===== src/hw/spc_pkg.sv =====
package spc_pkg;

	// ------------------------------------------------------------
	// Timing
	// ------------------------------------------------------------
	localparam int CLK_PERIOD_PS = 5000;
	localparam int LOOP_STEP_US = 1;
	localparam int LOOP_STEP_PS = LOOP_STEP_US * 1000000;
	localparam logic [7:0] CYC_PER_US = 8'(LOOP_STEP_PS / CLK_PERIOD_PS);

	// ------------------------------------------------------------
	// Limits and reset values
	// ------------------------------------------------------------
	localparam logic [19:0] LOOP_TIME_MIN = 20'h00001;
	localparam logic [19:0] LOOP_TIME_MAX = 20'hF4240;
	localparam logic [19:0] LOOP_NUM_MIN = 20'h00002;
	localparam logic [19:0] LOOP_NUM_MAX = 20'hF4240;
	localparam logic [16:0] OS_INTV_MIN = 17'h00001;
	localparam logic [16:0] OS_INTV_MAX = 17'h10000;
	localparam logic [7:0] BLOCK_MIN = 8'h01;
	localparam logic [7:0] BLOCK_MAX = 8'h80;
	localparam logic [23:0] SEED_8B10B = 24'h00FFFF;
	localparam logic [23:0] SEED_128B132B = 24'h1DBFBC;
	localparam logic [23:0] SEED_RST = 24'h000000;

	// ------------------------------------------------------------
	// Enumerations
	// ------------------------------------------------------------
	typedef enum logic [2:0] {
		SPC_SPEC_PCIE1 = 3'h0,
		SPC_SPEC_PCIE2 = 3'h1,
		SPC_SPEC_PCIE3 = 3'h2,
		SPC_SPEC_PCIE4 = 3'h3,
		SPC_SPEC_PCIE5 = 3'h4,
		SPC_SPEC_USB30 = 3'h5,
		SPC_SPEC_USB31G2 = 3'h6
	} spc_spec_t;

	typedef enum logic [1:0] {
		SPC_COD_8B10B = 2'h0,
		SPC_COD_128B130B = 2'h1,
		SPC_COD_128B132B = 2'h2
	} spc_coding_t;

	typedef enum logic [1:0] {
		SPC_BRK_OFF = 2'h0,
		SPC_BRK_LFPS = 2'h1,
		SPC_BRK_EDGE = 2'h2,
		SPC_BRK_MANUAL = 2'h3
	} spc_brk_t;

	typedef enum logic {
		SPC_LOOP_TIME = 1'h0,
		SPC_LOOP_NUM = 1'h1
	} spc_loop_t;

	typedef enum logic [1:0] {
		SPC_ST_IDLE = 2'h0,
		SPC_ST_RUN = 2'h1,
		SPC_ST_LOOP = 2'h2
	} spc_state_t;

	// ------------------------------------------------------------
	// Configuration carrier
	// ------------------------------------------------------------
	typedef struct packed {
		spc_spec_t spec;
		spc_coding_t coding;
		logic [2:0] lane;
		spc_brk_t brk;
		spc_loop_t loop_mode;
		logic [19:0] loop_time;
		logic [19:0] loop_num;
		logic skp_ins;
		logic skp_rst;
		logic eie_ins;
		logic eie_rst;
		logic [16:0] eie_intv;
		logic sync_ins;
		logic sync_rst;
		logic [16:0] sync_intv;
		logic [7:0] trig_block;
		logic [7:0] loop_block;
		logic [7:0] last_block;
		logic user_prbs_inv;
	} spc_cfg_t;

endpackage


===== src/hw/spc_seq_ctrl.sv =====
`timescale 1ns/1ps
// Summary of operation
// RQ1 - Loop mode time or count applies only while the break source is off.
// RQ2 - Time looping repeats the block for 1 to 1000000 microseconds.
// RQ3 - Count looping repeats 2 to 1000000 times, always an even count.
// RQ4 - The LFPS break source is honoured only for USB specifications.
// RQ5 - EIEOSQ insert and reset switches; inserted every 1 to 65536 repeats.
// RQ6 - EIEOSQ insertion happens only for PCIe specifications.
// RQ7 - SYNC insert and reset switches; inserted every 1 to 65536 repeats.
// RQ8 - SYNC insertion happens only for USB3.1 Gen2.
// RQ9 - SKP insertion and SKP reset have independent switches.
// RQ10 - Scrambler seed FFFF for 8b10b, 1DBFBC for 128b132b, lane seed for 128b130b.
// RQ11 - A one-cycle trigger pulse marks entry into the chosen block 1 to 128.
// RQ12 - Transmit starts the sequence; the indicator stays lit while sending.
// RQ13 - Manual break commands count only when the manual source is chosen.
// RQ14 - Either channel in sequence mode forces the other into it.
// RQ15 - User four-level patterns may invert the pseudo-random raw data.
// RQ16 - Specification is one of PCIe1 to PCIe5, USB3.0 or USB3.1 Gen2.
// RQ17 - When the loop ends or breaks, the sequence moves to the next block.
module spc_seq_ctrl #(
	parameter logic [23:0] LANE_SEED_0 = 24'h000001,
	parameter logic [23:0] LANE_SEED_1 = 24'h000002,
	parameter logic [23:0] LANE_SEED_2 = 24'h000003,
	parameter logic [23:0] LANE_SEED_3 = 24'h000004,
	parameter logic [23:0] LANE_SEED_4 = 24'h000005,
	parameter logic [23:0] LANE_SEED_5 = 24'h000006,
	parameter logic [23:0] LANE_SEED_6 = 24'h000007,
	parameter logic [23:0] LANE_SEED_7 = 24'h000008
) (
	input wire logic core_clk,
	input wire logic rst,
	input wire logic clk_en,
	input wire spc_pkg::spc_cfg_t cfg,
	input wire logic transmit_cmd,
	input wire logic stop_cmd,
	input wire logic manual_break_cmd,
	input wire logic ext_lfps_evt,
	input wire logic ext_edge_evt,
	input wire logic rep_done,
	input wire logic channel_one_seq_req,
	input wire logic channel_two_seq_req,
	input wire logic raw_bit,
	input wire logic raw_is_prbs,
	output logic tx_led,
	output logic loop_active,
	output logic [7:0] cur_block,
	output logic aux_trig,
	output logic skp_insert_en,
	output logic skp_cnt_clr,
	output logic eieosq_insert,
	output logic sync_insert,
	output logic [23:0] scr_seed,
	output logic channel_one_seq,
	output logic channel_two_seq,
	output logic raw_bit_out
);

	// ------------------------------------------------------------
	// State
	// ------------------------------------------------------------
	typedef struct packed {
		spc_pkg::spc_state_t fsm;
		spc_pkg::spc_cfg_t cfg;
		logic [7:0] block;
		logic [19:0] loop_cnt;
		logic [19:0] us_cnt;
		logic [7:0] pre_cnt;
		logic brk_seen;
		logic [16:0] eie_cnt;
		logic [16:0] sync_cnt;
		logic tx_led;
		logic loop_active;
		logic aux_trig;
		logic skp_insert_en;
		logic skp_cnt_clr;
		logic eieosq_insert;
		logic sync_insert;
		logic [23:0] scr_seed;
		logic channel_one_seq;
		logic channel_two_seq;
		logic raw_bit_out;
	} spc_st_t;

	spc_st_t st_r;
	spc_st_t st_nxt;

	// ------------------------------------------------------------
	// Functions
	// ------------------------------------------------------------
	function automatic logic [19:0] f_clamp20(input logic [19:0] v, input logic [19:0] lo, input logic [19:0] hi);
		logic [19:0] r;
		r = v;
		if (v < lo) begin
			r = lo;
		end else if (v > hi) begin
			r = hi;
		end
		return r;
	endfunction

	function automatic logic [16:0] f_clamp_intv(input logic [16:0] v);
		logic [16:0] r;
		r = v;
		if (v < spc_pkg::OS_INTV_MIN) begin
			r = spc_pkg::OS_INTV_MIN;
		end else if (v > spc_pkg::OS_INTV_MAX) begin
			r = spc_pkg::OS_INTV_MAX;
		end
		return r;
	endfunction

	function automatic logic [7:0] f_clamp_blk(input logic [7:0] v);
		logic [7:0] r;
		r = v;
		if (v < spc_pkg::BLOCK_MIN) begin
			r = spc_pkg::BLOCK_MIN;
		end else if (v > spc_pkg::BLOCK_MAX) begin
			r = spc_pkg::BLOCK_MAX;
		end
		return r;
	endfunction

	function automatic logic f_is_pcie(input spc_pkg::spc_spec_t s);
		return (s == spc_pkg::SPC_SPEC_PCIE1) || (s == spc_pkg::SPC_SPEC_PCIE2) ||
			(s == spc_pkg::SPC_SPEC_PCIE3) || (s == spc_pkg::SPC_SPEC_PCIE4) ||
			(s == spc_pkg::SPC_SPEC_PCIE5);
	endfunction

	function automatic logic f_is_usb(input spc_pkg::spc_spec_t s);
		return (s == spc_pkg::SPC_SPEC_USB30) || (s == spc_pkg::SPC_SPEC_USB31G2);
	endfunction

	function automatic spc_pkg::spc_spec_t f_legal_spec(input spc_pkg::spc_spec_t s);
		return (f_is_pcie(s) || f_is_usb(s)) ? s : spc_pkg::SPC_SPEC_PCIE1;
	endfunction

	// ------------------------------------------------------------
	// Derived values of the latched configuration and of the live lane setting
	// ------------------------------------------------------------
	logic [19:0] loop_time_eff;
	logic [19:0] loop_num_eff;
	logic [16:0] eie_intv_eff;
	logic [16:0] sync_intv_eff;
	logic [7:0] trig_blk_eff;
	logic [7:0] loop_blk_eff;
	logic [7:0] last_blk_eff;
	logic eie_allowed;
	logic sync_allowed;
	logic brk_evt;
	logic loop_exit;
	logic [23:0] lane_seed;

	always_comb begin
		loop_time_eff = f_clamp20(st_r.cfg.loop_time, spc_pkg::LOOP_TIME_MIN, spc_pkg::LOOP_TIME_MAX); // [RQ2]
		loop_num_eff = f_clamp20({st_r.cfg.loop_num[19:1], 1'b0}, spc_pkg::LOOP_NUM_MIN,
			spc_pkg::LOOP_NUM_MAX); // [RQ3]
		eie_intv_eff = f_clamp_intv(st_r.cfg.eie_intv); // [RQ5]
		sync_intv_eff = f_clamp_intv(st_r.cfg.sync_intv); // [RQ7]
		trig_blk_eff = f_clamp_blk(st_r.cfg.trig_block);
		loop_blk_eff = f_clamp_blk(st_r.cfg.loop_block);
		last_blk_eff = f_clamp_blk(st_r.cfg.last_block);
		eie_allowed = st_r.cfg.eie_ins && f_is_pcie(st_r.cfg.spec); // [RQ6]
		sync_allowed = st_r.cfg.sync_ins && (st_r.cfg.spec == spc_pkg::SPC_SPEC_USB31G2); // [RQ8]
		unique case (st_r.cfg.brk)
			spc_pkg::SPC_BRK_LFPS: brk_evt = ext_lfps_evt && f_is_usb(st_r.cfg.spec); // [RQ4]
			spc_pkg::SPC_BRK_EDGE: brk_evt = ext_edge_evt;
			spc_pkg::SPC_BRK_MANUAL: brk_evt = manual_break_cmd; // [RQ13]
			spc_pkg::SPC_BRK_OFF: brk_evt = 1'b0;
		endcase
		if (st_r.cfg.brk != spc_pkg::SPC_BRK_OFF) begin
			loop_exit = st_r.brk_seen || brk_evt;
		end else if (st_r.cfg.loop_mode == spc_pkg::SPC_LOOP_TIME) begin
			loop_exit = st_r.us_cnt >= loop_time_eff; // [RQ1] [RQ2]
		end else begin
			loop_exit = (st_r.loop_cnt + 20'h00001) >= loop_num_eff; // [RQ1] [RQ3]
		end
		unique case (cfg.lane)
			3'h0: lane_seed = LANE_SEED_0;
			3'h1: lane_seed = LANE_SEED_1;
			3'h2: lane_seed = LANE_SEED_2;
			3'h3: lane_seed = LANE_SEED_3;
			3'h4: lane_seed = LANE_SEED_4;
			3'h5: lane_seed = LANE_SEED_5;
			3'h6: lane_seed = LANE_SEED_6;
			3'h7: lane_seed = LANE_SEED_7;
		endcase
	end

	// ------------------------------------------------------------
	// Next state
	// ------------------------------------------------------------
	always_comb begin
		logic [7:0] nb;
		logic advance;
		nb = st_r.block;
		advance = 1'b0;
		st_nxt = st_r;
		st_nxt.aux_trig = 1'b0;
		st_nxt.skp_cnt_clr = 1'b0;
		st_nxt.eieosq_insert = 1'b0;
		st_nxt.sync_insert = 1'b0;

		st_nxt.channel_one_seq = channel_one_seq_req || channel_two_seq_req; // [RQ14]
		st_nxt.channel_two_seq = channel_one_seq_req || channel_two_seq_req; // [RQ14]
		st_nxt.raw_bit_out = raw_bit ^ (raw_is_prbs && cfg.user_prbs_inv); // [RQ15]

		unique case (st_r.fsm)
			spc_pkg::SPC_ST_IDLE: begin
				if (transmit_cmd) begin
					st_nxt.cfg = cfg;
					st_nxt.cfg.spec = f_legal_spec(cfg.spec); // [RQ16]
					st_nxt.tx_led = 1'b1; // [RQ12]
					st_nxt.eie_cnt = 17'h00000;
					st_nxt.sync_cnt = 17'h00000;
					unique case (cfg.coding)
						spc_pkg::SPC_COD_8B10B: st_nxt.scr_seed = spc_pkg::SEED_8B10B; // [RQ10]
						spc_pkg::SPC_COD_128B132B: st_nxt.scr_seed = spc_pkg::SEED_128B132B; // [RQ10]
						spc_pkg::SPC_COD_128B130B: st_nxt.scr_seed = lane_seed; // [RQ10]
						default: st_nxt.scr_seed = spc_pkg::SEED_8B10B;
					endcase
					nb = spc_pkg::BLOCK_MIN;
					advance = 1'b1; // [RQ12]
				end
			end
			spc_pkg::SPC_ST_RUN: begin
				if (rep_done) begin
					if (st_r.block >= last_blk_eff) begin
						nb = spc_pkg::BLOCK_MIN;
					end else begin
						nb = st_r.block + 8'h01;
					end
					advance = 1'b1;
				end
			end
			spc_pkg::SPC_ST_LOOP: begin
				if (st_r.pre_cnt == (spc_pkg::CYC_PER_US - 8'h01)) begin
					st_nxt.pre_cnt = 8'h00;
					if (st_r.us_cnt != spc_pkg::LOOP_TIME_MAX) begin
						st_nxt.us_cnt = st_r.us_cnt + 20'h00001; // [RQ2]
					end
				end else begin
					st_nxt.pre_cnt = st_r.pre_cnt + 8'h01;
				end
				if (brk_evt) begin
					st_nxt.brk_seen = 1'b1; // [RQ13]
				end
				if (rep_done) begin
					st_nxt.loop_cnt = st_r.loop_cnt + 20'h00001; // [RQ3]
					if (loop_exit) begin
						if (st_r.block >= last_blk_eff) begin
							nb = spc_pkg::BLOCK_MIN;
						end else begin
							nb = st_r.block + 8'h01;
						end
						advance = 1'b1; // [RQ17]
					end
				end
			end
			default: begin
				st_nxt.fsm = spc_pkg::SPC_ST_IDLE;
			end
		endcase

		if (rep_done && (st_r.fsm != spc_pkg::SPC_ST_IDLE)) begin
			if (eie_allowed) begin
				if ((st_r.eie_cnt + 17'h00001) >= eie_intv_eff) begin
					st_nxt.eieosq_insert = 1'b1; // [RQ5]
					st_nxt.eie_cnt = 17'h00000;
				end else begin
					st_nxt.eie_cnt = st_r.eie_cnt + 17'h00001;
				end
			end
			if (sync_allowed) begin
				if ((st_r.sync_cnt + 17'h00001) >= sync_intv_eff) begin
					st_nxt.sync_insert = 1'b1; // [RQ7]
					st_nxt.sync_cnt = 17'h00000;
				end else begin
					st_nxt.sync_cnt = st_r.sync_cnt + 17'h00001;
				end
			end
		end

		if (advance) begin
			st_nxt.block = nb;
			st_nxt.aux_trig = (st_r.fsm == spc_pkg::SPC_ST_IDLE) ? (nb == f_clamp_blk(cfg.trig_block)) :
				(nb == trig_blk_eff); // [RQ11]
			st_nxt.loop_cnt = 20'h00000;
			st_nxt.us_cnt = 20'h00000;
			st_nxt.pre_cnt = 8'h00;
			st_nxt.brk_seen = 1'b0;
			if (st_r.fsm == spc_pkg::SPC_ST_IDLE) begin
				st_nxt.fsm = (nb == f_clamp_blk(cfg.loop_block)) ? spc_pkg::SPC_ST_LOOP : spc_pkg::SPC_ST_RUN;
			end else begin
				st_nxt.fsm = (nb == loop_blk_eff) ? spc_pkg::SPC_ST_LOOP : spc_pkg::SPC_ST_RUN; // [RQ17]
			end
			if (nb == spc_pkg::BLOCK_MIN) begin
				st_nxt.skp_cnt_clr = st_nxt.cfg.skp_rst; // [RQ9]
				if (st_nxt.cfg.eie_rst) begin
					st_nxt.eie_cnt = 17'h00000; // [RQ5]
				end
				if (st_nxt.cfg.sync_rst) begin
					st_nxt.sync_cnt = 17'h00000; // [RQ7]
				end
			end
		end

		st_nxt.loop_active = (st_nxt.fsm == spc_pkg::SPC_ST_LOOP);
		st_nxt.skp_insert_en = st_nxt.tx_led && st_nxt.cfg.skp_ins; // [RQ9]

		if (stop_cmd && (st_r.fsm != spc_pkg::SPC_ST_IDLE)) begin
			st_nxt.fsm = spc_pkg::SPC_ST_IDLE;
			st_nxt.tx_led = 1'b0; // [RQ12]
			st_nxt.loop_active = 1'b0;
			st_nxt.skp_insert_en = 1'b0;
			st_nxt.aux_trig = 1'b0;
			st_nxt.eieosq_insert = 1'b0;
			st_nxt.sync_insert = 1'b0;
			st_nxt.skp_cnt_clr = 1'b0;
		end
	end

	// ------------------------------------------------------------
	// Registers
	// ------------------------------------------------------------
	always_ff @(posedge core_clk) begin
		if (rst) begin
			st_r <= '0;
		end else if (clk_en) begin
			st_r <= st_nxt;
		end
	end

	// ------------------------------------------------------------
	// Outputs
	// ------------------------------------------------------------
	assign tx_led = st_r.tx_led;
	assign loop_active = st_r.loop_active;
	assign cur_block = st_r.block;
	assign aux_trig = st_r.aux_trig;
	assign skp_insert_en = st_r.skp_insert_en;
	assign skp_cnt_clr = st_r.skp_cnt_clr;
	assign eieosq_insert = st_r.eieosq_insert;
	assign sync_insert = st_r.sync_insert;
	assign scr_seed = st_r.scr_seed;
	assign channel_one_seq = st_r.channel_one_seq;
	assign channel_two_seq = st_r.channel_two_seq;
	assign raw_bit_out = st_r.raw_bit_out;

endmodule


===== config.mk =====
export PLATFORM = sky130hd
export DESIGN_NAME = spc_seq_ctrl
export DESIGN_NICKNAME = d
export VERILOG_FILES = /design/src/hw/spc_pkg.sv /design/src/hw/spc_seq_ctrl.sv
export SDC_FILE = /design/constraint.sdc
export NUM_CORES = 1
export LEC_CHECK = 0
export BUFFER_PORTS_ARGS = -buffer_cell sky130_fd_sc_hd__buf_2
export CAP_MARGIN = 20
export CELL_PAD_IN_SITES_DETAIL_PLACEMENT = 1
export CELL_PAD_IN_SITES_GLOBAL_PLACEMENT = 1
export CORE_AREA = 2 2 149 259
export DETAILED_ROUTE_END_ITERATION = 8
export DIE_AREA = 0 0 151 261
export HOLD_SLACK_MARGIN = 0.12
export PLACE_DENSITY_LB_ADDON = 0.1
export SLEW_MARGIN = 10
export SYNTH_ARGS = -nofsm -noshare
export SYNTH_HDL_FRONTEND = slang
export SYNTH_SLANG_ARGS = --single-unit

===== constraint.sdc =====
create_clock -name core_clk -period 7.15 [get_ports core_clk]
set_clock_uncertainty 0.1 [all_clocks]
set_input_delay 1.0725 -clock core_clk [delete_from_list [all_inputs] [get_ports core_clk]]
set_output_delay 1.0725 -clock core_clk [all_outputs]
set_load 0.02 [all_outputs]

**Word-level counts from Yosys, hierarchy flattened**

Memories as Yosys holds them, arrays and structs flattened.
Index checks and enable logic that the tools add are counted.

- Flip-flop bits (word level): 237
- Memory bits (read-only): 32
- Word-level logic and storage cells: 203
- Memories kept: 1

Memories:

| memory | words | bits a word | rd ports | clocked after Yosys merged registers in | wr ports | RTL line | RTL |
|---|---|---|---|---|---|---|---|
| (name not given) | 8 | 4 | 1 | 0 | 0 | spc_seq_ctrl.sv:177 | `unique case (cfg.lane)` |

- Add/sub/neg operators: 6
- Magnitude comparators: 23
- Equal/unequal tests: 27
- Muxes and demuxes: 72
- Bitwise gates (word level): 1
- Reduce and logical (&&, ||, !) cells: 38

Operator list:

| kind | number |
|---|---|
| $mux W17 | 10 |
| $mux W8 | 19 |
| $mux W20 | 7 |
| $mux W65 | 2 |
| $mux W83 | 1 |
| $mux W35 | 2 |
| $mux W34 | 2 |
| $mux W49 | 1 |
| $pmux W24 S2 | 1 |
| $add A20 B1 Y20 const B | 2 |
| $ge A20 B20 Y1 | 2 |
| $gt A20 B20 Y1 const B | 2 |
| $gt A8 B8 Y1 const B | 5 |
| $lt A8 B1 Y1 const B | 5 |
| $add A17 B1 Y17 const B | 2 |
| $ge A17 B17 Y1 | 2 |
| $gt A17 B17 Y1 const B | 2 |
| $lt A17 B1 Y1 const B | 2 |
| $eq A8 B8 Y1 | 4 |
| $pmux W8 S3 | 1 |
| $lt A20 B1 Y1 const B | 1 |
| $lt A20 B2 Y1 const B | 1 |
| $ne A20 B20 Y1 const B | 1 |
| $eq A3 B3 Y1 const B | 6 |
| other kinds (24) | 84 |

**Longest topological paths before layout**

Gate-level depths: netlist of run 1.

- Word-level depth: 16
- Depth in mapped cells: 23
- Depth with buffers taken out: 19

**Least setup slack after synthesis of run 1**

No wires, ideal clock.

- Path kind: register to register
- Start: register st_r[212] (netlist bit)
- End: register st_r[51] (netlist bit)
- Library setup time: 0.121 ns
- Arrival time: 4.784 ns
- Required time: 6.929 ns
- Setup slack: 2.145 ns
- Stages on the path, launching flop included: 23
- Buffers on the path: 4
- Period minus slack after synthesis: 5.005 ns
- Path through: dfxtp_1 nor4_1 nand2_1 a211o_1 nand2_1 a211o_1 clkbuf_1 nand2_1 ha_1 o21ai_1 a21oi_1 o31a_1 o41a_1 o2111a_1 buf_6 or3_4 a21oi_4 nand4_4 or3_1 buf_2 and3_4 buf_6 mux2_2

- Word-level cells in the longest chain between the ends: 12
- Elaborated cells on any way between the ends: 16
- Those cells by class: order compare (3); eq/ne (1); mux (12)

Ends and longest elaborated chain:

| item | RTL line | RTL |
|---|---|---|
| start, declared | spc_seq_ctrl.sv:84 | `spc_st_t st_r;` |
| start signal, assigned | spc_seq_ctrl.sv:329 | `st_r <= st_nxt;` |
| $gt A20 B20 Y1 | spc_seq_ctrl.sv:95 | `end else if (v > hi) begin` |
| $mux W20 | spc_seq_ctrl.sv:95 |  |
| $mux W20 * | spc_seq_ctrl.sv:93 | `if (v < lo) begin` |
| $ge A20 B20 Y1 * | spc_seq_ctrl.sv:173 | `loop_exit = st_r.us_cnt >= loop_time_eff;` |
| $mux W1 * | spc_seq_ctrl.sv:172 | `end else if (st_r.cfg.loop_mode == spc_pkg::SPC_LOOP_TIME) begin` |
| $mux W1 * | spc_seq_ctrl.sv:170 | `if (st_r.cfg.brk != spc_pkg::SPC_BRK_OFF) begin` |
| $mux W8 | spc_seq_ctrl.sv:249 | `if (loop_exit) begin` |
| $mux W8 | spc_seq_ctrl.sv:247 | `if (rep_done) begin` |
| $pmux W8 S3 | spc_seq_ctrl.sv:207 | `unique case (st_r.fsm)` |
| $eq A8 B1 Y1 | spc_seq_ctrl.sv:296 | `if (nb == spc_pkg::BLOCK_MIN) begin` |
| $mux W34 | spc_seq_ctrl.sv:296 |  |
| $mux W83 * | spc_seq_ctrl.sv:283 | `if (advance) begin` |

Every way passes the cells marked *; elsewhere a longest branch is shown, timed or not.
A chain may end at the register's enable or synchronous reset.

**Worst setup path after layout of run 1**

Ends and elaborated chain as after synthesis.

==> out/metrics.yaml, run 1 <==
sta:
  timing.fmax_ghz: 0.164
  timing.final.crit_share_pct: 85.2
  final.min_clock_period_ps: 6090
  worstMarginPinSlew_ps: 950
  timing_max_transition_violations_final: 0
  grt_setup_unrepaired: "no"
  timing.max_slew.rel_slack_pct: 36.5
  setup_violations: 0
  finalHoldViolations: 0
  worst_hold_slack_ps: 355
  fin_setup_tns_ps: 0
die:
  dieWidth_um: 151
  floorplan.io_pins: 171
  std_cell_rows: 94
  chipHeight_um: 261
  initial_core_util_pct: 35.4
  die_area_um2: 39400
  floorplan.core_area_um2: 37400
place:
  placed_area_um2: 14200
  place_hpwl_mm: 33.1
  routabilityCongestion: 0.916
  place.port_buffers: 165
  placedCellCount: 2285
detailed_routing:
  drt-vias-per-instance: 5.47
  drt_pass1_iterations: 4
  drc: 0
  detail-route-antenna-nets: 0
  drt-wirelength-per-cell_um: 18.8
  total_wirelength_of_the_detailed_routed_design_mm: 43.8
  dr_vias: 12700
  detail_route.iter0.violations: 424
global_route:
  gr-usage-met2_pct: 44.4
  via_count_of_the_first_global_routing_pass: 13400
  global_route.peak_usage_layer: "met2"
  antenna_violations_before_repair: 3
  grt_use_total_pct: 22.3
  grt.met3_usage_pct: 2.91
  grt_pass1_wl_mm: 70.3
  use_met1_pct: 23.4
  grt.overflow.total: 0
  largest_net_degree_at_the_start_of_global_routing: 77
pwr:
  leakage_nw: 6.04
  seq_power_share_pct: 37.3
  p_clk_share_pct: 39.8
  cellInternalPower_mw: 2.45
  vdd_ir_drop_max_mv: 0.174
  switchingPower_mw: 1.16
  power-per-cell-area_nw_per_um2: 239
  sw_frac_of_total_pct: 32.2
  power.share.combinational_pct: 22.9
cells_and_area:
  largest_register_ffs: 194
  multi_input_logic_area_um2: 8160
  drive_above_1_share_pct: 13.7
  nFillCells: 4677
  post-route-cell-area_um2: 15200
  final-instance-count-excl-fill: 2331
  finalNetCount: 2053
  most_flop_heavy_register: "st_r"
  area_delta_synth_final_pct: 14.4
  ff_latch_area_um2: 4360
cts:
  tritoncts.num_buffers: 24
  post-cts-setup-buffers: 0
  cts-htree-levels: 1
  hold_bufs_at_cts: 0
  root_buffer: "sky130_fd_sc_hd__clkbuf_16"
  clock_sink_count: 218
  clk_path_buf_depth: 3
  tritoncts: "yes"
  clk_latency_ps: 540
  post_cts_resized: 0
  clkTransAtPathRegs_ps: 60
critical_path:
  kind_of_end_point_of_the_critical_path: "flip-flop"
  critical_path.cell_chain: "nor4_1 -> nand2_1 -> a211o_1 -> nand2_1 -> a211o_1 -> nand2_1 -> ha_1 -> nand2_1 -> o21a_1 -> a2111oi_0 -> o41a_1 -> o2111a_1 -> o221ai_1 -> a21oi_4 -> nand4_4 -> or3_1 -> and3_4 -> mux2_2"
  worstPathMaxFanout: 16
  worstPathArrival_ps: 6420
  timing.critical_path.slowest_cell_delay_ps: 660
  critPathLaunchType: "flip-flop"
  worst_path_max_delay_cell: "sky130_fd_sc_hd__or3_1"
  crit_top_cell: "sky130_fd_sc_hd__nand2_1"
  worst-setup-path-type: "reg2reg"
  cp_data_required_time_ps: 7470
yosys:
  synth-warning-count: 0
  share_of_the_synthesized_area_in_the_top_cell_type_pct: 32.9
  ys_seq_elements: 218
  synth_top_area_cell: "sky130_fd_sc_hd__dfxtp_1"
  synth_cell_types: 80
  synthTopCellsByArea: "sky130_fd_sc_hd__dfxtp_1 (33%), sky130_fd_sc_hd__nand2_1 (10%), sky130_fd_sc_hd__ha_1 (8.8%), sky130_fd_sc_hd__a21oi_1 (7.4%), sky130_fd_sc_hd__nor2_1 (3.3%)"
  ys_seq_area_share_pct: 32.9
  asyncSetResetFlopFracSynth_pct: 0
  post_synth.cell_area_avg_um2: 7.61
  netlist_instances: 1742
  synth_edf_count: 0
  mappedNetlistArea_um2: 13300
  ys.flop_type: "sky130_fd_sc_hd__dfxtp_1"
hold_path:
  hold_path_class: "reg2reg"
flow_run:
  cap_viol_max_count: 0
outcome:
  status: "finished, final reports clean"
-- cell type report --
type,count,area share (%)
Multi-Input combinational cell,1363,53.8
Sequential cell,218,28.8
Timing Repair Buffer,182,6.33
Clock buffer,33,4.79
Tap cell,480,3.96
Clock inverter,11,1.21
Inverter,42,1.04
Antenna cell,2,0.0330
-- stage by stage --
step	worst slack (ps)	utilization, %	total power, mW
3_5_place_dp	974	38.1	2.21
2_1_floorplan	2150	-	1.93
6_report	1060	40.5	3.62
4_1_cts	946	40.5	3.68
3_3_place_gp	1070	38.1	2.19
5_1_grt	640	40.5	3.81
-- final timing paths --
kind / from / slack (ps) / depth (start not counted) / endpoint
max: st_r[212] / 1060 / 18 / st_r[51]
min: st_r[187] / 360 / 2 / st_r[187]
max reg2reg: st_r[212] / 1060 / 18 / st_r[51]
min reg2reg: st_r[187] / 360 / 2 / st_r[187]
-- placed cells by master (no fill, tap or decap), types with 9 or more instances in the layout --
cell and instances:
sky130_fd_sc_hd__a211oi_1 20, sky130_fd_sc_hd__a21o_1 20, sky130_fd_sc_hd__a21oi_1 195, sky130_fd_sc_hd__a22o_1 18, sky130_fd_sc_hd__a22oi_1 20, sky130_fd_sc_hd__a31oi_1 20, sky130_fd_sc_hd__and3_1 32, sky130_fd_sc_hd__buf_2 164
sky130_fd_sc_hd__buf_4 17, sky130_fd_sc_hd__clkbuf_16 25, sky130_fd_sc_hd__dfxtp_1 218, sky130_fd_sc_hd__ha_1 93, sky130_fd_sc_hd__inv_1 41, sky130_fd_sc_hd__nand2_1 368, sky130_fd_sc_hd__nand2b_1 16, sky130_fd_sc_hd__nand3_1 53
sky130_fd_sc_hd__nand4_1 18, sky130_fd_sc_hd__nor2_1 117, sky130_fd_sc_hd__nor2b_1 18, sky130_fd_sc_hd__nor3_1 21, sky130_fd_sc_hd__nor3b_1 13, sky130_fd_sc_hd__nor4_1 19, sky130_fd_sc_hd__o21ai_0 59, sky130_fd_sc_hd__or2_2 10
sky130_fd_sc_hd__or3_1 18, sky130_fd_sc_hd__or4_1 9, sky130_fd_sc_hd__xnor2_1 40, sky130_fd_sc_hd__xor2_1 35
-- kinds of logic (layout without fill, tap and decap cells) --
group,Yosys count,after routing,share of synthesized area [%]
AO/OA/AOI/OAI,432,432,20.5
XOR/XNOR,75,75,4.96
adder cells (fa/ha/maj),93,93,8.78
buffers and inverters,164,268,5.70
flip-flops,218,218,32.9
multiplexers,8,8,0.642
other,1,6,0.0283
AND/OR/NAND/NOR,751,751,26.5
-- layer usage --
layer	up-vias	routed length, um
met5	-	27
met4	4	1440
met3	78	1490
met2	190	24400
met1	6182	16400
li1	6295	-
-- Yosys cell counts, types with 9 or more instances --
library cell / n
sky130_fd_sc_hd__nand2_1: 369
sky130_fd_sc_hd__dfxtp_1: 218
sky130_fd_sc_hd__a21oi_1: 195
sky130_fd_sc_hd__nor2_1: 117
sky130_fd_sc_hd__ha_1: 93
sky130_fd_sc_hd__clkbuf_1: 84
sky130_fd_sc_hd__o21ai_0: 61
sky130_fd_sc_hd__nand3_1: 53
sky130_fd_sc_hd__inv_1: 41
sky130_fd_sc_hd__xnor2_1: 40
sky130_fd_sc_hd__xor2_1: 35
sky130_fd_sc_hd__and3_1: 33
sky130_fd_sc_hd__buf_4: 33
sky130_fd_sc_hd__nor3_1: 21
sky130_fd_sc_hd__a211oi_1: 20
sky130_fd_sc_hd__a21o_1: 20
sky130_fd_sc_hd__a22oi_1: 20
sky130_fd_sc_hd__a31oi_1: 20
sky130_fd_sc_hd__nor4_1: 19
sky130_fd_sc_hd__a22o_1: 18
sky130_fd_sc_hd__nand4_1: 18
sky130_fd_sc_hd__nor2b_1: 18
sky130_fd_sc_hd__or3_1: 18
sky130_fd_sc_hd__nand2b_1: 16
sky130_fd_sc_hd__nor3b_1: 13
sky130_fd_sc_hd__or2_2: 10
sky130_fd_sc_hd__or4_1: 9
-- critical path, delay by kind of cell (launching register included) --
kind,cells,cell delay (ps)
flops,1,330
compound gates,8,3010
mux,1,260
simple gates,8,1920
fa+ha+maj,1,330
-- power by group through the flow --
stage / clock network (mW) / registers, mW / logic [mW]
after detailed placement: 0 / 1.38 / 0.837
after CTS: 1.49 / 1.35 / 0.841
after floorplan: 0 / 1.35 / 0.583
after global routing: 1.53 / 1.36 / 0.924
after global placement: 0 / 1.37 / 0.820
final: 1.44 / 1.35 / 0.829
No activity file was read; power rests on OpenSTA's default activity.
==> run 2, diff against run 1 <==
- ABC_AREA: default -> 1
- CORE_AREA: 2 2 149 259 -> 2 2 151 264
- DIE_AREA: 0 0 151 261 -> 0 0 153 266
- TNS_END_PERCENT: default -> 30
==> run 2 against run 1 <==
Clock-buffer cell count decreased by 6. Critical endpoint is now st_r[94]. Largest cell class unchanged. Maximum frequency increased by 4.3%. First-iteration DRC count increased by 12%. Die area increased by 3.3%. Power decreased by 5.0%. Non-clock buffer count decreased by 5. Sequential cell count unchanged.
==> out/metrics.yaml, run 2 <==
place:
  placedCellCount: 2628
  place_hpwl_mm: 33.9
  placed_area_um2: 14800
  place.port_buffers: 165
  dp_worst_setup_slack_ps: 1220
  routabilityCongestion: 0.889
sta:
  setup_violations: 0
  finalWorstSetupSlack_ps: 1310
  timing_max_transition_violations_final: 0
  worst_hold_slack_ps: 367
  worstMarginPinSlew_ps: 1040
  grt_setup_unrepaired: "no"
  timing.final.crit_share_pct: 81.7
  fin_setup_tns_ps: 0
  finalHoldViolations: 0
  final.min_clock_period_ps: 5840
  timing.fmax_ghz: 0.171
  timing.max_slew.rel_slack_pct: 30.4
yosys:
  ys_seq_area_share_pct: 31.7
  ys.flop_type: "sky130_fd_sc_hd__dfxtp_1"
  synth_edf_count: 0
  synth_top_area_cell: "sky130_fd_sc_hd__dfxtp_1"
  synth-warning-count: 0
  ys_seq_elements: 218
  synth.cells.most_frequent: "sky130_fd_sc_hd__nand2_1 (459), sky130_fd_sc_hd__nor2_1 (283), sky130_fd_sc_hd__dfxtp_1 (218), sky130_fd_sc_hd__inv_1 (184), sky130_fd_sc_hd__a21oi_1 (173)"
  synth_cell_types: 53
  asyncSetResetFlopFracSynth_pct: 0
  netlist_instances: 2067
  mappedNetlistArea_um2: 13800
  share_of_the_synthesized_area_in_the_top_cell_type_pct: 31.7
  post_synth.cell_area_avg_um2: 6.65
  synthTopCellsByArea: "sky130_fd_sc_hd__dfxtp_1 (32%), sky130_fd_sc_hd__nand2_1 (13%), sky130_fd_sc_hd__ha_1 (8.5%), sky130_fd_sc_hd__nor2_1 (7.7%), sky130_fd_sc_hd__a21oi_1 (6.3%)"
  synth.most_common_cell: "sky130_fd_sc_hd__nand2_1"
cts:
  clk_latency_ps: 550
  hold_bufs_at_cts: 0
  clk_path_buf_depth: 3
  post-cts-setup-buffers: 0
  cts-htree-levels: 1
  tritoncts: "yes"
  root_buffer: "sky130_fd_sc_hd__clkbuf_16"
  tritoncts.num_buffers: 25
  clkTransAtPathRegs_ps: 60
  post_cts_resized: 0
  clock_sink_count: 218
critical_path:
  crit_top_cell: "sky130_fd_sc_hd__nor2_1"
  timing.reg2reg.setup_slack_ps: 1310
  cp_data_required_time_ps: 7490
  rr_startpoint: "st_r[210]"
  worstPathMaxFanout: 14
  worst_r2r_endpoint: "st_r[94]"
  worstPathArrival_ps: 6180
  r2r.worst_path.cells: 29
  worst_path_max_delay_cell: "sky130_fd_sc_hd__o211ai_1"
  worst-setup-path-type: "reg2reg"
  crit_path_start: "st_r[210]"
  timing.critical_path.to: "st_r[94]"
  timing.critical_path.slowest_cell_delay_ps: 760
  critPathLaunchType: "flip-flop"
  kind_of_end_point_of_the_critical_path: "flip-flop"
die:
  dieWidth_um: 153
  initial_core_util_pct: 35.4
  die_area_um2: 40700
  std_cell_rows: 96
  chipHeight_um: 266
  floorplan.core_area_um2: 38800
  floorplan.io_pins: 171
global_route:
  grt_use_total_pct: 22.2
  largest_net_degree_at_the_start_of_global_routing: 103
  grt_pass1_wl_mm: 74.1
  antenna_violations_before_repair: 2
  grt.overflow.total: 0
  via_count_of_the_first_global_routing_pass: 14900
detailed_routing:
  detail_route.iter0.violations: 474
  drt-wirelength-per-cell_um: 17.0
  drt_pass1_iterations: 4
  dr_vias: 13900
  drt-vias-per-instance: 5.20
  total_wirelength_of_the_detailed_routed_design_mm: 45.4
  drc: 0
  detail-route-antenna-nets: 0
cells_and_area:
  mostFrequentLayoutCell: "sky130_fd_sc_hd__nand2_1"
  post-route-cell-area_um2: 15700
  largest_register_ffs: 194
  area_delta_synth_final_pct: 13.9
  drive_above_1_share_pct: 12.4
  most_flop_heavy_register: "st_r"
  finalNetCount: 2387
  final-instance-count-excl-fill: 2673
  nFillCells: 5061
  num_antenna_cells: 0
  layout_common_cells: "sky130_fd_sc_hd__nand2_1 (459), sky130_fd_sc_hd__nor2_1 (282), sky130_fd_sc_hd__dfxtp_1 (218), sky130_fd_sc_hd__inv_1 (182), sky130_fd_sc_hd__a21oi_1 (173)"
hold_path:
  hold_crit_depth: 2
  hold_path_class: "reg2reg"
outcome:
  status: "finished, final reports clean"
pwr:
  p_clk_share_pct: 40.1
  leakage_nw: 6.94
  power-per-cell-area_nw_per_um2: 219
  cellInternalPower_mw: 2.33
  switchingPower_mw: 1.11
  power.share.combinational_pct: 20.4
  vdd_ir_drop_max_mv: 0.168
  sw_frac_of_total_pct: 32.3
  seq_power_share_pct: 39.5
flow_run:
  cap_viol_max_count: 0
run 2: cell types whose count changed in the layout (fill, tap and decap cells not counted), sizes merged, moves of 33 or more:
cell,before,now
nand3,53,96
nor2,117,293
inv,41,201
and3,34,1
o21ai,62,168
nand2,369,464
run 2: area by class of cell:
type                            count  area [um^2]  share of cell area [%]
Timing Repair Buffer              177          916                    5.85
Inverter                          201          759                    4.85
Sequential cell                   218         4360                    27.9
Clock buffer                       27          653                    4.17
Clock inverter                     18          215                    1.37
Multi-Input combinational cell   1542         8140                    52.0
Tap cell                          490          613                    3.92
run 2: power by group through the flow:
stage	Sequential [mW]	Clock, mW	Combinational [mW]
3_5_place_dp	1.38	0	0.710
3_3_place_gp	1.38	0	0.691
5_1_grt	1.37	1.47	0.801
4_1_cts	1.36	1.43	0.714
2_1_floorplan	1.36	0	0.498
6_report	1.36	1.38	0.699
run 2: cell families (layout without fill, tap and decap cells):
logic type               Yosys count  after routing  share of synthesized area (%)
AND/OR/NAND/NOR                  975            975                           30.2
AO/OA/AOI/OAI                    407            407                           16.1
buffers and inverters            310            423                           9.42
flip-flops                       218            218                           31.7
adder cells (fa/ha/maj)           93             93                           8.46
XOR/XNOR                          61             61                           3.88
multiplexers                       2              2                          0.146
other                              1              4                         0.0273
run 2: per-layer routing:
layer / track usage (%) / vias up / wire length (um)
li1: - / 6996 / -
met4: 9.06 / 4 / 1720
met1: 22.6 / 6609 / 17500
met5: 0 / - / 23
met3: 2.54 / 99 / 1280
met2: 45.0 / 184 / 24900
run 2: how the worst min path moves through the flow:
| stage | start | to | slack (ps) |
|---|---|---|---|
| 2_1_floorplan | st_r[189] | st_r[189] | 320 |
| 3_3_place_gp | st_r[189] | st_r[189] | 340 |
| 3_5_place_dp | st_r[189] | st_r[189] | 360 |
| 4_1_cts | st_r[189] | st_r[189] | 370 |
| 5_1_grt | st_r[189] | st_r[189] | 380 |
| 6_report | st_r[189] | st_r[189] | 370 |
run 2: through the flow:
stage	util [%]	power, mW
2_1_floorplan	-	1.86
3_3_place_gp	38.1	2.07
3_5_place_dp	38.1	2.09
4_1_cts	40.4	3.50
5_1_grt	40.4	3.64
6_report	40.4	3.44
run 2: critical path, delay by kind of cell, from the launching register on:
kind | cells | cell delay (ps)
adders and majority gates | 1 | 170
AOI/OAI and AO/OA | 2 | 930
and+or+nand+nor | 23 | 3650
DFF | 1 | 330
buffers and inverters | 3 | 520
==> run 3, diff against run 2 <==
- ABC_AREA: 1 -> 0
- CORE_AREA: 2 2 151 264 -> 2 2 149 259
- DIE_AREA: 0 0 153 266 -> 0 0 151 261
- clock period: 7.15 -> 6.1 ns (I/O delays scaled with it)
==> run 3 against run 2 <==
Non-clock buffer count is 18 higher. Sequential cell count stayed put. Sequential power is 16% higher. Critical path depth is 11 lower. Sequential share of layout area is 0.94 points higher. Worst hold slack worse by 11 ps. Die area is 3.2% lower. Worst setup slack worse by 950 ps. Via count is 7.9% lower. Clock power is 11% higher. Global-route usage is 0.26 points lower. Highest routed layer unchanged.
==> out/metrics.yaml, run 3 (same netlist as run 1, synthesis figures left out) <==
outcome:
  status: "finished, final reports clean"
sta:
  worst_hold_slack_ps: 356
  timing.fmax_ghz: 0.174
  timing.final.crit_share_pct: 94.2
  setup_violations: 0
  fin_setup_tns_ps: 0
  grt_setup_unrepaired: "no"
  timing_max_transition_violations_final: 0
  finalWorstSetupSlack_ps: 354
  finalHoldViolations: 0
  timing.max_slew.rel_slack_pct: 27.1
  final.min_clock_period_ps: 5750
  worstMarginPinSlew_ps: 1090
detailed_routing:
  drt_pass1_iterations: 4
  detail_route.iter0.violations: 421
  detail-route-antenna-nets: 0
  drc: 0
  total_wirelength_of_the_detailed_routed_design_mm: 43.6
  drt-vias-per-instance: 5.47
  dr_vias: 12800
  drt-wirelength-per-cell_um: 18.6
cells_and_area:
  largest_register_ffs: 194
  nFillCells: 4659
  ff_latch_area_um2: 4360
  layout_common_cells: "sky130_fd_sc_hd__nand2_1 (368), sky130_fd_sc_hd__dfxtp_1 (218), sky130_fd_sc_hd__a21oi_1 (195), sky130_fd_sc_hd__buf_2 (164), sky130_fd_sc_hd__nor2_1 (116)"
  area_delta_synth_final_pct: 14.3
  most_flop_heavy_register: "st_r"
  multi_input_logic_area_um2: 8160
  drive_above_1_share_pct: 14.1
  finish.utilization_pct: 40.5
  mostFrequentLayoutCell: "sky130_fd_sc_hd__nand2_1"
  finalNetCount: 2066
die:
  dieWidth_um: 151
  chipHeight_um: 261
  floorplan.core_area_um2: 37400
  die_area_um2: 39400
  std_cell_rows: 94
  initial_core_util_pct: 35.4
  floorplan.io_pins: 171
place:
  place_hpwl_mm: 33.1
  place.port_buffers: 165
  dp_worst_setup_slack_ps: 227
  routabilityCongestion: 0.880
cts:
  tritoncts.num_buffers: 24
  clkTransAtPathRegs_ps: 60
  post-cts-setup-buffers: 0
  clk_path_buf_depth: 3
  clk_latency_ps: 550
  hold_bufs_at_cts: 0
  cts-htree-levels: 1
  post_cts_resized: 0
  tritoncts: "yes"
  root_buffer: "sky130_fd_sc_hd__clkbuf_16"
  clock_sink_count: 218
critical_path:
  worst-setup-path-type: "reg2reg"
  critPathLaunchType: "flip-flop"
  r2r.worst_path.cells: 18
  kind_of_end_point_of_the_critical_path: "flip-flop"
  worstPathArrival_ps: 6080
  worstPathMaxFanout: 12
  crit_path_start: "st_r[97]"
  rr_startpoint: "st_r[97]"
  cp_data_required_time_ps: 6430
hold_path:
  min_from: "st_r[189]"
  hold_path_class: "reg2reg"
  hold_crit_depth: 2
pwr:
  leakage_nw: 6.05
  power-per-cell-area_nw_per_um2: 270
  p_total_mw: 4.09
  vdd_ir_drop_max_mv: 0.201
global_route:
  largest_net_degree_at_the_start_of_global_routing: 96
  antenna_violations_before_repair: 2
  grt_use_total_pct: 22.0
  grt.overflow.total: 0
  via_count_of_the_first_global_routing_pass: 13200
  grt_pass1_wl_mm: 69.1
flow_run:
  cap_viol_max_count: 0
## run 3: cell types whose count changed in the layout (fill, tap and decap cells not counted), moves of 19 or more
cell and change:
sky130_fd_sc_hd__nand4_1 -22, sky130_fd_sc_hd__nor2_1 -166, sky130_fd_sc_hd__o21ai_0 -97, sky130_fd_sc_hd__nand3_1 -38
sky130_fd_sc_hd__nor3_1 -21, sky130_fd_sc_hd__a21o_1 +19, sky130_fd_sc_hd__xnor2_1 +27, sky130_fd_sc_hd__nand2_1 -91
sky130_fd_sc_hd__and3_1 +31, sky130_fd_sc_hd__inv_1 -141, sky130_fd_sc_hd__a21oi_1 +22
## run 3: layout make-up
| cell class | count | share of cell area (%) |
|---|---|---|
| diodes | 1 | 0.0165 |
| clock buffers | 29 | 4.36 |
| clock inverters | 12 | 0.958 |
| inverters | 42 | 1.04 |
| multi-input cells | 1363 | 53.9 |
| flip-flops and latches | 218 | 28.8 |
| well taps | 480 | 3.96 |
| repair buffers | 195 | 6.98 |
## run 3: path summary, 6_finish.rpt
check              endpoint  slack [ps]
hold reg to reg   st_r[189]         360
setup / recovery   st_r[51]         350
setup reg to reg   st_r[51]         350
hold / removal    st_r[189]         360
## run 3: worst max-delay path, cell delays in order, from the launching register on
cell                       delay (ps)
sky130_fd_sc_hd__dfxtp_1          390
sky130_fd_sc_hd__ha_1             250
sky130_fd_sc_hd__and3_1           280
sky130_fd_sc_hd__nand2_1          100
sky130_fd_sc_hd__nor2_1           340
sky130_fd_sc_hd__nand3_1          280
sky130_fd_sc_hd__nor2_1           200
sky130_fd_sc_hd__xor2_1           270
sky130_fd_sc_hd__ha_1             200
sky130_fd_sc_hd__and4_1           190
sky130_fd_sc_hd__nand4_1          140
sky130_fd_sc_hd__o311ai_2         520
sky130_fd_sc_hd__o2111a_2         460
sky130_fd_sc_hd__o221ai_1         310
sky130_fd_sc_hd__a21oi_4          290
sky130_fd_sc_hd__nand4_4          190
sky130_fd_sc_hd__or3_1            540
sky130_fd_sc_hd__and3_4           290
sky130_fd_sc_hd__mux2_2           280
## run 3: per-layer routing
| metal | up-vias | part of all wire, % | track usage [%] |
|---|---|---|---|
| li1 | 6326 | - | - |
| met1 | 6226 | 37 | 22.6 |
| met2 | 176 | 57 | 44.7 |
| met3 | 64 | 3.1 | 2.58 |
| met4 | 2 | 2.7 | 7.29 |
| met5 | - | 0.018 | 0 |
## run 3: per-stage QoR
stage          std cells  area (um^2)
3_5_place_dp        2298        14300
5_1_grt             2340        15100
2_1_floorplan       1745        13300
6_report            2340        15100
3_3_place_gp        2298        14300
4_1_cts             2339        15100
## run 3: where the power goes
| part | switching, mW | internal, mW | leakage [nW] | total (mW) |
|---|---|---|---|---|
| sequential | 0.0857 | 1.50 | 1.77 | 1.58 |
| combinational | 0.631 | 0.350 | 3.88 | 0.981 |
| clock | 0.635 | 0.897 | 0.405 | 1.53 |
